[src/irsm_pkg.sv]
`default_nettype none
package irsm_pkg;
  localparam int NUM_GROUPS = 64;
  localparam int LINES_PER_GROUP = 32;
  localparam int NUM_LINES = NUM_GROUPS * LINES_PER_GROUP;
  localparam int NUM_LEVELS = 4;
  localparam int GROUP_W = 6;
  localparam int LEVEL_W = 2;
  localparam int ADDR_W = 12;
  localparam int IDX_W = 10;
  // word indices; byte address is four times the index
  localparam logic [9:0] STAT_BASE_IDX = 10'h0FF;
  localparam logic [9:0] STAT_COUNT = 10'h040;
  localparam logic [9:0] CAUSE3_IDX = 10'h200;
  localparam logic [9:0] CAUSE2_IDX = 10'h204;
  localparam logic [9:0] CAUSE1_IDX = 10'h208;
  localparam logic [9:0] CAUSE0_IDX = 10'h20C;
  localparam logic [31:0] STATUS_RST = 32'h00000000;
  localparam logic [5:0] CAUSE_RST = 6'h00;
  localparam logic [1:0] LVL_INT0 = 2'h0;
  localparam logic [1:0] LVL_INT3 = 2'h3;
  // group and line map
  localparam int GRP_CORE = 0;
  localparam int GRP_PIN = 1;
  localparam int LINE_RTC = 8;
  localparam int LINE_PM = 9;
  localparam int GRP_GPIO = 2;
  localparam int GRP_DMA_CH = 3;
  localparam int GRP_FLASH = 4;
  localparam int GRP_USART0 = 5;
  localparam int GRP_SPI0 = 9;
  localparam int GRP_TWIM0 = 11;
  localparam int GRP_SSC = 13;
  localparam int GRP_TC0 = 14;
  localparam int GRP_ADC = 15;
  localparam int GRP_TC1 = 16;
  localparam int GRP_USB = 17;
  localparam int GRP_SDRAM = 18;
  localparam int GRP_ADAC = 19;
  localparam int GRP_MCI = 20;
  localparam int GRP_AES = 21;
  localparam int GRP_DMA_CTL = 22;
  localparam int GRP_MSI = 26;
  localparam int GRP_TWIS0 = 27;
  localparam int GRP_ECC = 29;
endpackage
`default_nettype wire

[src/irsm_status_map.sv]
`timescale 1ns/10ps
`default_nettype none
module irsm_status_map (
  input wire logic pclk,
  input wire logic presetn,
  input wire logic psel,
  input wire logic penable,
  input wire logic pwrite,
  input wire logic [11:0] paddr,
  input wire logic [31:0] pwdata,
  output logic [31:0] prdata,
  output logic pready,
  output logic pslverr,
  input wire logic core_compare_request,
  input wire logic [7:0] pin_interrupt_unit_req,
  input wire logic rtc_req,
  input wire logic pm_req,
  input wire logic [13:0] gpio_req,
  input wire logic [7:0] peripheral_dma_channels_req,
  input wire logic flash_ctrl_req,
  input wire logic [3:0] usart_req,
  input wire logic [1:0] spi_req,
  input wire logic [1:0] twim_req,
  input wire logic ssc_req,
  input wire logic [2:0] tc0_req,
  input wire logic adc_req,
  input wire logic [2:0] tc1_req,
  input wire logic usb_req,
  input wire logic sdram_req,
  input wire logic audio_dac_req,
  input wire logic mci_req,
  input wire logic aes_req,
  input wire logic [4:0] dma_ctrl_req,
  input wire logic msi_req,
  input wire logic [1:0] twis_req,
  input wire logic flash_error_correction_unit_req,
  input wire logic nmi_req,
  input wire logic [63:0][1:0] group_priority_level,
  output logic sel_valid,
  output logic sel_nmi,
  output logic [1:0] sel_level,
  output logic [5:0] sel_group
);
  localparam int LPG = irsm_pkg::LINES_PER_GROUP;

  logic [irsm_pkg::NUM_LINES-1:0] req_map;
  logic [irsm_pkg::NUM_LINES-1:0] status_ff;
  logic [63:0] grp_req;
  logic [3:0][63:0] lvl_match;
  logic [3:0] lvl_pend;
  logic [3:0][5:0] nxt_cause;
  logic [3:0][5:0] cause_ff;
  logic nmi_ff;
  logic nxt_sel_valid;
  logic [1:0] nxt_sel_level;
  logic [5:0] nxt_sel_group;
  logic sel_valid_ff;
  logic sel_nmi_ff;
  logic [1:0] sel_level_ff;
  logic [5:0] sel_group_ff;
  logic [31:0] prdata_ff;
  logic pslverr_ff;

  // fixed routing of peripheral requests into the flat line vector
  always_comb begin
    req_map = '0;
    req_map[irsm_pkg::GRP_CORE*LPG] = core_compare_request;
    req_map[irsm_pkg::GRP_PIN*LPG +: 8] = pin_interrupt_unit_req;
    req_map[irsm_pkg::GRP_PIN*LPG + irsm_pkg::LINE_RTC] = rtc_req;
    req_map[irsm_pkg::GRP_PIN*LPG + irsm_pkg::LINE_PM] = pm_req;
    req_map[irsm_pkg::GRP_GPIO*LPG +: 14] = gpio_req;
    req_map[irsm_pkg::GRP_DMA_CH*LPG +: 8] = peripheral_dma_channels_req;
    req_map[irsm_pkg::GRP_FLASH*LPG] = flash_ctrl_req;
    for (int i = 0; i < 4; i++) begin
      req_map[(irsm_pkg::GRP_USART0+i)*LPG] = usart_req[i];
    end
    for (int i = 0; i < 2; i++) begin
      req_map[(irsm_pkg::GRP_SPI0+i)*LPG] = spi_req[i];
      req_map[(irsm_pkg::GRP_TWIM0+i)*LPG] = twim_req[i];
      req_map[(irsm_pkg::GRP_TWIS0+i)*LPG] = twis_req[i];
    end
    req_map[irsm_pkg::GRP_SSC*LPG] = ssc_req;
    req_map[irsm_pkg::GRP_TC0*LPG +: 3] = tc0_req;
    req_map[irsm_pkg::GRP_ADC*LPG] = adc_req;
    req_map[irsm_pkg::GRP_TC1*LPG +: 3] = tc1_req;
    req_map[irsm_pkg::GRP_USB*LPG] = usb_req;
    req_map[irsm_pkg::GRP_SDRAM*LPG] = sdram_req;
    req_map[irsm_pkg::GRP_ADAC*LPG] = audio_dac_req;
    req_map[irsm_pkg::GRP_MCI*LPG] = mci_req;
    req_map[irsm_pkg::GRP_AES*LPG] = aes_req;
    req_map[irsm_pkg::GRP_DMA_CTL*LPG +: 5] = dma_ctrl_req;
    req_map[irsm_pkg::GRP_MSI*LPG] = msi_req;
    req_map[irsm_pkg::GRP_ECC*LPG] = flash_error_correction_unit_req;
  end

  // continuous sampling, no write path exists
  always_ff @(posedge pclk or negedge presetn) begin
    if (!presetn) begin
      status_ff <= '0;
      nmi_ff <= 1'b0;
    end else begin
      status_ff <= req_map;
      nmi_ff <= nmi_req;
    end
  end

  genvar g, l;
  generate
    for (g = 0; g < irsm_pkg::NUM_GROUPS; g++) begin : g_grp
      assign grp_req[g] = |status_ff[g*LPG +: LPG];
      for (l = 0; l < irsm_pkg::NUM_LEVELS; l++) begin : g_lvl
        // one level per group covers all its lines
        assign lvl_match[l][g] = grp_req[g] && (group_priority_level[g] == 2'(l));
      end
    end
    for (l = 0; l < irsm_pkg::NUM_LEVELS; l++) begin : g_pend
      assign lvl_pend[l] = |lvl_match[l];
    end
  endgenerate

  // downward scan so the lowest matching group is left standing
  always_comb begin
    for (int lv = 0; lv < irsm_pkg::NUM_LEVELS; lv++) begin
      nxt_cause[lv] = irsm_pkg::CAUSE_RST;
      for (int gi = irsm_pkg::NUM_GROUPS-1; gi >= 0; gi--) begin
        if (lvl_match[lv][gi]) begin
          nxt_cause[lv] = 6'(gi);
        end
      end
    end
  end

  // highest pending level wins, code 11 above 00
  always_comb begin
    nxt_sel_valid = |lvl_pend;
    nxt_sel_level = irsm_pkg::LVL_INT0;
    nxt_sel_group = irsm_pkg::CAUSE_RST;
    for (int lv = 0; lv < irsm_pkg::NUM_LEVELS; lv++) begin
      if (lvl_pend[lv]) begin
        nxt_sel_level = 2'(lv);
        nxt_sel_group = nxt_cause[lv];
      end
    end
    if (nmi_ff) begin
      nxt_sel_valid = 1'b1;
      nxt_sel_level = irsm_pkg::LVL_INT3;
    end
  end

  always_ff @(posedge pclk or negedge presetn) begin
    if (!presetn) begin
      cause_ff <= '0;
      sel_valid_ff <= 1'b0;
      sel_nmi_ff <= 1'b0;
      sel_level_ff <= irsm_pkg::LVL_INT0;
      sel_group_ff <= irsm_pkg::CAUSE_RST;
    end else begin
      cause_ff <= nxt_cause;
      sel_valid_ff <= nxt_sel_valid;
      sel_nmi_ff <= nmi_ff;
      sel_level_ff <= nxt_sel_level;
      sel_group_ff <= nxt_sel_group;
    end
  end

  assign sel_valid = sel_valid_ff;
  assign sel_nmi = sel_nmi_ff;
  assign sel_level = sel_level_ff;
  assign sel_group = sel_group_ff;

  // bus decode
  wire [9:0] word_idx = paddr[11:2];
  wire [9:0] stat_off = word_idx - irsm_pkg::STAT_BASE_IDX;
  wire stat_above = (word_idx >= irsm_pkg::STAT_BASE_IDX);
  wire stat_hit = stat_above && (stat_off < irsm_pkg::STAT_COUNT);
  wire [5:0] stat_grp = stat_off[5:0];
  wire c3_hit = (word_idx == irsm_pkg::CAUSE3_IDX);
  wire c2_hit = (word_idx == irsm_pkg::CAUSE2_IDX);
  wire c1_hit = (word_idx == irsm_pkg::CAUSE1_IDX);
  wire c0_hit = (word_idx == irsm_pkg::CAUSE0_IDX);
  wire cause_hit = c3_hit | c2_hit | c1_hit | c0_hit;
  wire map_hit = stat_hit | cause_hit;
  wire [1:0] cause_sel = c3_hit ? 2'h3 : c2_hit ? 2'h2 : c1_hit ? 2'h1 : 2'h0;
  wire [31:0] stat_word = status_ff[{stat_grp, 5'h00} +: 32];
  wire [31:0] cause_word = {26'h0000000, cause_ff[cause_sel]};
  wire [31:0] rd_mux = stat_hit ? stat_word : (cause_hit ? cause_word : irsm_pkg::STATUS_RST);
  wire setup_ph = psel && !penable;

  // read data latched at setup, so a zero-wait access phase presents it
  always_ff @(posedge pclk or negedge presetn) begin
    if (!presetn) begin
      prdata_ff <= irsm_pkg::STATUS_RST;
      pslverr_ff <= 1'b0;
    end else if (setup_ph) begin
      prdata_ff <= pwrite ? irsm_pkg::STATUS_RST : rd_mux;
      pslverr_ff <= !map_hit;
    end
  end

  assign prdata = prdata_ff;
  assign pready = psel && penable;
  assign pslverr = pslverr_ff && psel && penable;

  // helper state for checks
  logic [63:0] grp_req_d;
  logic [3:0][63:0] lvl_match_d;
  logic acc_cause_d;
  always_ff @(posedge pclk or negedge presetn) begin
    if (!presetn) begin
      grp_req_d <= '0;
      lvl_match_d <= '0;
      acc_cause_d <= 1'b0;
    end else begin
      grp_req_d <= grp_req;
      lvl_match_d <= lvl_match;
      acc_cause_d <= setup_ph && !pwrite && cause_hit;
    end
  end
  wire [63:0] below3 = (64'h0000000000000001 << cause_ff[3]) - 64'h0000000000000001;
  wire [63:0] below0 = (64'h0000000000000001 << cause_ff[0]) - 64'h0000000000000001;
  wire [1:0] gpio_lvl = group_priority_level[irsm_pkg::GRP_GPIO];

  // request sampling and line map
  status_set_a: assert property (@(posedge pclk) disable iff (!presetn)
    core_compare_request |=> status_ff[0])
    else $error("compare request not seen in status");
  status_clr_a: assert property (@(posedge pclk) disable iff (!presetn)
    !gpio_req[13] |=> !status_ff[irsm_pkg::GRP_GPIO*32 + 13])
    else $error("idle line reads as pending");
  ecc_line_a: assert property (@(posedge pclk) disable iff (!presetn)
    flash_error_correction_unit_req |=> status_ff[irsm_pkg::GRP_ECC*32])
    else $error("flash correction request not in group 29");
  sample_cont_a: assert property (@(posedge pclk) disable iff (!presetn)
    ##1 (status_ff == $past(req_map)))
    else $error("status not refreshed from lines");
  rtc_line_a: assert property (@(posedge pclk) disable iff (!presetn)
    rtc_req |=> status_ff[irsm_pkg::GRP_PIN*LPG + irsm_pkg::LINE_RTC])
    else $error("rtc request not in group 1 line 8");
  pm_line_a: assert property (@(posedge pclk) disable iff (!presetn)
    pm_req |=> status_ff[irsm_pkg::GRP_PIN*LPG + irsm_pkg::LINE_PM])
    else $error("power request not in group 1 line 9");
  gpio_line_a: assert property (@(posedge pclk) disable iff (!presetn)
    gpio_req[0] |=> status_ff[irsm_pkg::GRP_GPIO*LPG])
    else $error("gpio line 0 not in group 2 line 0");
  dma_line_a: assert property (@(posedge pclk) disable iff (!presetn)
    peripheral_dma_channels_req[7] |=> status_ff[irsm_pkg::GRP_DMA_CH*LPG + 7])
    else $error("dma channel 7 not in group 3 line 7");
  usart_line_a: assert property (@(posedge pclk) disable iff (!presetn)
    usart_req[3] |=> status_ff[(irsm_pkg::GRP_USART0+3)*LPG])
    else $error("fourth usart request not in group 8");
  tc_line_a: assert property (@(posedge pclk) disable iff (!presetn)
    tc1_req[2] |=> status_ff[irsm_pkg::GRP_TC1*LPG + 2])
    else $error("second timer channel 2 not in group 16 line 2");
  dmactl_line_a: assert property (@(posedge pclk) disable iff (!presetn)
    dma_ctrl_req[4] |=> status_ff[irsm_pkg::GRP_DMA_CTL*LPG + 4])
    else $error("dma controller line 4 not in group 22 line 4");
  slave_line_a: assert property (@(posedge pclk) disable iff (!presetn)
    twis_req[1] |=> status_ff[(irsm_pkg::GRP_TWIS0+1)*LPG])
    else $error("second slave request not in group 28");
  grp_level_a: assert property (@(posedge pclk) disable iff (!presetn)
    status_ff[irsm_pkg::GRP_GPIO*LPG + 13] |-> lvl_match[gpio_lvl][irsm_pkg::GRP_GPIO])
    else $error("gpio line not pending at its group level");

  // cause registers
  cause_valid_a: assert property (@(posedge pclk) disable iff (!presetn)
    $past(lvl_pend[3]) |-> lvl_match_d[3][cause_ff[3]])
    else $error("cause group not pending at its level");
  cause_low_a: assert property (@(posedge pclk) disable iff (!presetn)
    $past(lvl_pend[3]) |-> ((lvl_match_d[3] & below3) == 64'h0000000000000000))
    else $error("lower pending group skipped");
  cause_lvl2_a: assert property (@(posedge pclk) disable iff (!presetn)
    $past(lvl_pend[2]) |-> lvl_match_d[2][cause_ff[2]])
    else $error("level 2 cause group not pending");
  cause_lvl0_a: assert property (@(posedge pclk) disable iff (!presetn)
    $past(lvl_pend[0]) |-> lvl_match_d[0][cause_ff[0]])
    else $error("level 0 cause group not pending");
  cause_low0_a: assert property (@(posedge pclk) disable iff (!presetn)
    $past(lvl_pend[0]) |-> ((lvl_match_d[0] & below0) == 64'h0000000000000000))
    else $error("lower pending group skipped at level 0");
  cause_none_a: assert property (@(posedge pclk) disable iff (!presetn)
    !$past(lvl_pend[0]) |-> cause_ff[0] == irsm_pkg::CAUSE_RST)
    else $error("idle level cause not at its rest value");
  cause_upper_a: assert property (@(posedge pclk) disable iff (!presetn)
    acc_cause_d && penable |-> prdata[31:6] == 26'h0000000)
    else $error("cause upper bits not zero");

  // selection toward the core
  nmi_wins_a: assert property (@(posedge pclk) disable iff (!presetn)
    nmi_req |-> ##2 (sel_nmi && sel_valid && sel_level == irsm_pkg::LVL_INT3))
    else $error("nmi did not win");
  nmi_drop_a: assert property (@(posedge pclk) disable iff (!presetn)
    !nmi_req |-> ##2 !sel_nmi)
    else $error("nmi flag without a request");
  level_order_a: assert property (@(posedge pclk) disable iff (!presetn)
    !nmi_ff && lvl_pend[3] |=> sel_level == irsm_pkg::LVL_INT3 && sel_group == cause_ff[3])
    else $error("highest level not chosen");
  level_low_a: assert property (@(posedge pclk) disable iff (!presetn)
    !nmi_ff && lvl_pend == 4'h1 |=> sel_level == irsm_pkg::LVL_INT0 && sel_group == cause_ff[0])
    else $error("lowest level alone not chosen");
  sel_idle_a: assert property (@(posedge pclk) disable iff (!presetn)
    !nmi_ff && lvl_pend == 4'h0 |=> !sel_valid && !sel_nmi)
    else $error("selection shown with nothing pending");

  // register bus
  stat_read_a: assert property (@(posedge pclk) disable iff (!presetn)
    (setup_ph && !pwrite && stat_hit) ##1 (psel && penable) |->
      prdata == $past(stat_word))
    else $error("status read returns wrong word");
  cause_read_a: assert property (@(posedge pclk) disable iff (!presetn)
    (setup_ph && !pwrite && cause_hit) ##1 (psel && penable) |-> prdata == $past(cause_word))
    else $error("cause read returns wrong word");
  write_read_a: assert property (@(posedge pclk) disable iff (!presetn)
    (setup_ph && pwrite) ##1 (psel && penable) |-> prdata == irsm_pkg::STATUS_RST)
    else $error("write returned data");
  unmapped_err_a: assert property (@(posedge pclk) disable iff (!presetn)
    (setup_ph && !map_hit) ##1 penable |-> pslverr)
    else $error("unmapped access without error");
  mapped_ok_a: assert property (@(posedge pclk) disable iff (!presetn)
    (setup_ph && map_hit) ##1 penable |-> !pslverr)
    else $error("mapped access flagged as error");

  stat_rd_c: cover property (@(posedge pclk) disable iff (!presetn)
    setup_ph && !pwrite && stat_hit ##1 penable && prdata != 32'h00000000);
  stat_wr_c: cover property (@(posedge pclk) disable iff (!presetn)
    setup_ph && pwrite && stat_hit);
  cause_rd_c: cover property (@(posedge pclk) disable iff (!presetn)
    acc_cause_d && penable && prdata != 32'h00000000);
  same_lvl_c: cover property (@(posedge pclk) disable iff (!presetn)
    $countones(lvl_match[2]) > 1);
  nmi_c: cover property (@(posedge pclk) disable iff (!presetn)
    nmi_ff && |lvl_pend);
endmodule // irsm_status_map
`default_nettype wire

[config.mk]
export PLATFORM = sky130hd
export DESIGN_NAME = irsm_status_map
export DESIGN_NICKNAME = d
export VERILOG_FILES = /design/src/irsm_pkg.sv /design/src/irsm_status_map.sv
export SDC_FILE = /design/constraint.sdc
export NUM_CORES = 1
export LEC_CHECK = 0
export BUFFER_PORTS_ARGS = -buffer_cell sky130_fd_sc_hd__buf_4
export CORE_ASPECT_RATIO = 2
export CORE_MARGIN = 1.5
export CORE_UTILIZATION = 40
export CTS_CLUSTER_DIAMETER = 150
export CTS_CLUSTER_SIZE = 40
export DETAILED_ROUTE_END_ITERATION = 7
export PLACE_DENSITY = 0.69
export SYNTH_ARGS = -nofsm -noshare
export SYNTH_HDL_FRONTEND = slang
export SYNTH_SLANG_ARGS = --single-unit
export TNS_END_PERCENT = 1
[constraint.sdc]
create_clock -name pclk -period 4.49 [get_ports pclk]
set_input_delay 0.6735 -clock pclk [delete_from_list [all_inputs] [get_ports pclk]]
set_output_delay 0.6735 -clock pclk [all_outputs]
set_load 0.005 [all_outputs]
Word-level counts from Yosys, hierarchy flattened
Cells that the tools add are included.
- register bits: 132
- word-level logic and storage cells: 384
- input bits: 242
- output and inout bits: 44
- shifts and indexed selects: 1
- equal/unequal tests: 85
- reduce and logical (&&, ||, !) cells: 153
- add/subtract/negate cells: 1
- order comparisons: 3
- multiplexer cells: 125
- bitwise gates (word level): 4
- operator list (cell ; count):
    indexed part select 2048 x 12 -> 32 bit ; 1
    two-way mux 6 bit ; 110
    logical AND 1 bit ; 113
    == test 2 bit (second input constant) ; 54
    OR reduction 108 bit ; 1
    OR reduction 27 bit ; 4
    two-way mux 32 bit ; 2
    == test 2 x 1 -> 1 bit (second input constant) ; 27
    logical NOT 2 bit ; 27
    == test 10 bit (second input constant) ; 4
    two-way mux 5 bit ; 4
    OR reduction 14 bit ; 1
    binary-select mux 6 bit (select 2 bit) ; 1
    >= comparator 10 x 8 -> 1 bit (second input constant) ; 1
    less-than comparator 10 x 7 -> 1 bit (second input constant) ; 1
    two-way mux 2 bit ; 5
    OR reduction 10 bit ; 1
    subtractor 10 x 8 -> 10 bit (second input constant) ; 1
    OR reduction 8 bit ; 1
    OR reduction 3 bit ; 2
    OR reduction 5 bit ; 1
    bitwise OR 1 bit ; 4
    less-than comparator 2 x 3 -> 1 bit (second input constant) ; 1
    two-way mux 1 bit ; 3
    logical NOT 1 bit ; 2

Longest topological paths before layout
- depth after elaboration: 33
- mapped depth: 13
- mapped depth without buffers: 9

Worst setup path before layout
No wires, ideal clock.
- path kind: in2reg
- start: input port paddr[2]
- end: register prdata_ff[0], in the netlist prdata[0]
- library setup time: 0.126 ns
- stages on the path: 12
- buffers on the path: 4
- data required time: 4.364 ns
- slack: 0.935 ns
- data arrival time: 3.429 ns
- cell sequence: buf_2 -> buf_1 -> inv_1 -> clkbuf_1 -> ha_1 -> clkbuf_1 -> mux4_2 -> mux2_2 -> o211ai_1 -> o21ai_0 -> a32oi_1 -> o21ai_0
- cells in the longest elaborated chain, start to end: 9
- elaborated cells between the ends (all ways): 20
- classes of those cells: add/sub (1); order compare (2); eq/ne (4); shift (1); mux (8); bitwise (3); reduce/logical (1)
- ends and longest elaborated chain (item ; line ; text):
    start, declared ; irsm_status_map.sv:9 ; input wire logic [11:0] paddr,
    parallel branches: the longest is 7 deep, another holds subtractor 10 x 8 -> 10 bit ; - ;
    two-way mux 32 bit * ; irsm_status_map.sv:186 ; wire [31:0] rd_mux = stat_hit ? stat_word : (cause_hit ? cause_word : irsm_pkg::STATUS_RST);
    two-way mux 32 bit * ; irsm_status_map.sv:195 ; prdata_ff <= pwrite ? irsm_pkg::STATUS_RST : rd_mux;
    end signal, assigned ; irsm_status_map.sv:192 ; prdata_ff <= irsm_pkg::STATUS_RST;
    end signal, assigned ; irsm_status_map.sv:195 ;
    end, declared ; irsm_status_map.sv:61 ; logic [31:0] prdata_ff;
Mark *: on every way between the ends. The select of a mux whose other input is x is not followed.
A chain may end at the register's enable or synchronous reset.

Final worst setup path
- start: register status_ff[73] in the netlist's numbering
- end: register sel_valid_ff, in the netlist sel_valid
- cells in the longest elaborated chain, start to end: 4
- elaborated cells between the ends (all ways): 7
- classes of those cells: mux (1); reduce/logical (6)
- ends and longest elaborated chain (item ; line ; text):
    start, declared ; irsm_status_map.sv:47 ; logic [irsm_pkg::NUM_LINES-1:0] status_ff;
    start signal, assigned ; irsm_status_map.sv:102 ; status_ff <= req_map;
    OR reduction 14 bit * ; irsm_status_map.sv:110 ; assign grp_req[g] = |status_ff[g*LPG +: LPG];
    logical AND 1 bit ; irsm_status_map.sv:113 ; assign lvl_match[l][g] = grp_req[g] && (group_priority_level[g] == 2'(l));
    OR reduction 108 bit * ; irsm_status_map.sv:135 ; nxt_sel_valid = |lvl_pend;
    two-way mux 1 bit * ; irsm_status_map.sv:144 ; if (nmi_ff) begin
    named net nxt_sel_valid ; irsm_status_map.sv:54 ; logic nxt_sel_valid;
    end signal, assigned ; irsm_status_map.sv:159 ; sel_valid_ff <= nxt_sel_valid;
    end, declared ; irsm_status_map.sv:57 ; logic sel_valid_ff;
Mark *: on every way through the listed nets, which the timed path passes. The rest lies on a longest branch.

==> metrics <==
R2R setup slack 1.25 ns; Max Root-Sink Buffers 2; vias in the first global route 6068; Cell Area, Synth 6450 um2; DRT Pass-1 Iters 5; endpoint type of the worst setup path flip-flop; number of routed nets with antenna violations 0; Die Span Y 183 um; total die area 16900 um2; Netlist cell types 73; routability cong. 0.966; Req. time, crit path 4.73 ns; Tcrit/Tclk final 72.1%; Die Width 92.8 um; Hold Fails Final Rpt 0; CTS tree done; Buffers & Inverters on Critical Path 0; Slew Viols, Final 0; M1 wire length 7880 um; EDFF count, synth 0; setup_tns 0 ns; final wirelength 22400 um; list of most frequent post-synthesis cells dfrtp_1 (109), nand2_1 (68), nor2_1 (46), o21ai_0 (42), nand3_1 (33); Max FO, Critical Path 7; Post-CTS Setup Inserts 0; # H-tree levels 3; Avg Vias per Cell 5.82; Top FF cell, synth dfrtp_1; vias 6091; Initial Util 40.9%; CP Class reg -> reg; synth top area cells dfrtp_1 (42%), nand2_1 (4.0%), mux4_2 (3.5%); Synth top area share 42.3%; register area share after synthesis 42.3%; reg2reg path depth 8; cts repair resizes 0; critical path's slowest cell nor4_1; Synth Warn # 0; most frequent cell after synthesis dfrtp_1; crit path cell chain nor4_1 > nand4_1 > nand3_1 > nand3b_1 > nor2_1 > nand3_2 > or3_4 > or3_1; CTS clock-pin slew for the worst setup and hold paths 0.08 ns; Synth Register Bits 109; worst reg2reg startpoint status_ff[73]; row cnt 65; P&R area growth vs syn 25.9%; ys async rst share 100%; first-pass GRT wire length 33300 um; Sink Count 109; Final nets 1084; Slew @ Worst Pin 0.852 ns; synthesized area per cell 9.50 um2; ant diodes 0; arrival time at the worst endpoint 3.47 ns; GR Overflow Total 0; Max transition margin 42.7%; worst-case hold slack 0.377 ns; Leak Pwr 0.00369 uW; RSZ-0062 raised after global routing no; Num CTS Buffers 9; pwr/cell area 300 nW/um2; Post-Synthesis Cells 679; clock latency on the worst-skew pair 0.37 ns; gr usage total 26.8%; met2 wire length 11600 um; CP max stage delay 0.54 ns; initial antenna violation count 0; VDD IR max 0.000169 V; Max-Cap Viols 0; delay-heaviest family, CP simple AND/OR/NAND/NOR gates; largest net degree at the start of global routing 61; crit path launch type flip-flop; residual DRC count 0; core area 15800 um2; I/O pins 286; min Tclk post-route 3.24 ns; hold_buf cts 0; PortBufs 158; outcome complete, no violations; largest area contributor in the netlist dfrtp_1; Layout Skew 0.0171 ns; hold crit path type in -> async; Fmax 309 MHz; first-iteration detailed-routing DRC count 324; top sig layer met4; r2r endpoint sel_valid; met3 wire len 1170 um; DP HPWL 18600 um; layout cells sized above 1 27.0%; Avg WL per Cell 21.4 um; setup violators final 0; Root Driver clkbuf_16
[cells in the final DEF, fill, tap and decap left out, types with 8 or more instances in the layout]
master,instances
nor3b_1,19
nor3_1,20
mux4_2,10
nand2_1,68
dfrtp_1,109
and3_1,11
nand3_1,33
clkbuf_16,9
buf_4,162
or3b_2,14
o21ai_0,42
nand3b_1,26
nor4_1,11
a21oi_1,26
and2_1,8
inv_1,17
conb_1,19
nor2_1,46
nand4_1,10
and3b_1,18
o21bai_1,8
a31oi_1,11
[flip-flops by register name, indices dropped and copies added (netlist names)]
register,count
cause_ff,20
nmi_ff,1
prdata,14
pslverr_ff,1
sel_group,5
sel_level,2
sel_nmi,1
sel_valid,1
status_ff,64
[metal layers]
metal	vias up	GRT usage (%)
li1	2853	-
met1	2871	27.7
met5	-	0
met2	294	47.4
met4	0	20.8
met3	73	3.54
[worst reg2reg max path: cells and delay by family, from the launching register on]
family / cells / cell delay, ns
and+or+nand+nor: 8 / 2.71
DFF: 1 / 0.41
[per-stage QoR]
stage / util, % / worst slack, ns / instance area [um2] / cells / power (uW)
detailed placement: 49.4 / 1.10 / 7790 / 1030 / 1610
global placement: 49.4 / 1.11 / 7790 / 1030 / 1610
finish: 51.5 / 1.25 / 8120 / 1046 / 2440
floorplan: - / 0.935 / 6520 / 697 / 1360
CTS: 51.5 / 1.23 / 8120 / 1046 / 2450
global route: 51.5 / 1.13 / 8120 / 1046 / 2540
[power by group]
group / internal [uW] / switching, uW / total [uW] / leakage (uW)
sequential: 1040 / 42.4 / 1080 / 0.00132
combinational: 231 / 289 / 520 / 0.00221
clock: 413 / 428 / 841 / 0.000160
total: 1680 / 759 / 2440 / 0.00369
[cells by family (layout without fill, tap and decap cells)]
family	Yosys count	count (layout)	share of synthesized area (%)
multiplexers	18	18	4.79
adder cells (fa/ha/maj)	2	2	0.388
buffers and inverters	47	195	3.94
AO/OA/AOI/OAI	167	167	17.9
XOR/XNOR	4	4	0.543
other	1	19	0.0582
flip-flops	109	109	42.3
AND/OR/NAND/NOR	331	331	30.1
[worst max-delay path by stage]
stage	endpoint	start	cells after the start
after floorplan	prdata[0]	paddr[2]	12
after global placement	prdata[0]	paddr[2]	9
after detailed placement	prdata[0]	paddr[2]	9
after CTS	sel_valid	status_ff[73]	8
after global routing	sel_valid	status_ff[73]	8
final	sel_valid	status_ff[73]	8
[layout make-up]
cell class              count  area (um2)
fillers                  1540        7660
multi-input cells         541        3530
flip-flops and latches    109        2730
repair buffers            162        1220
well taps                 201         251
clock buffers               9         225
clock inverters             7         103
inverters                  17        63.8
(Power assumes the default switching activity.)
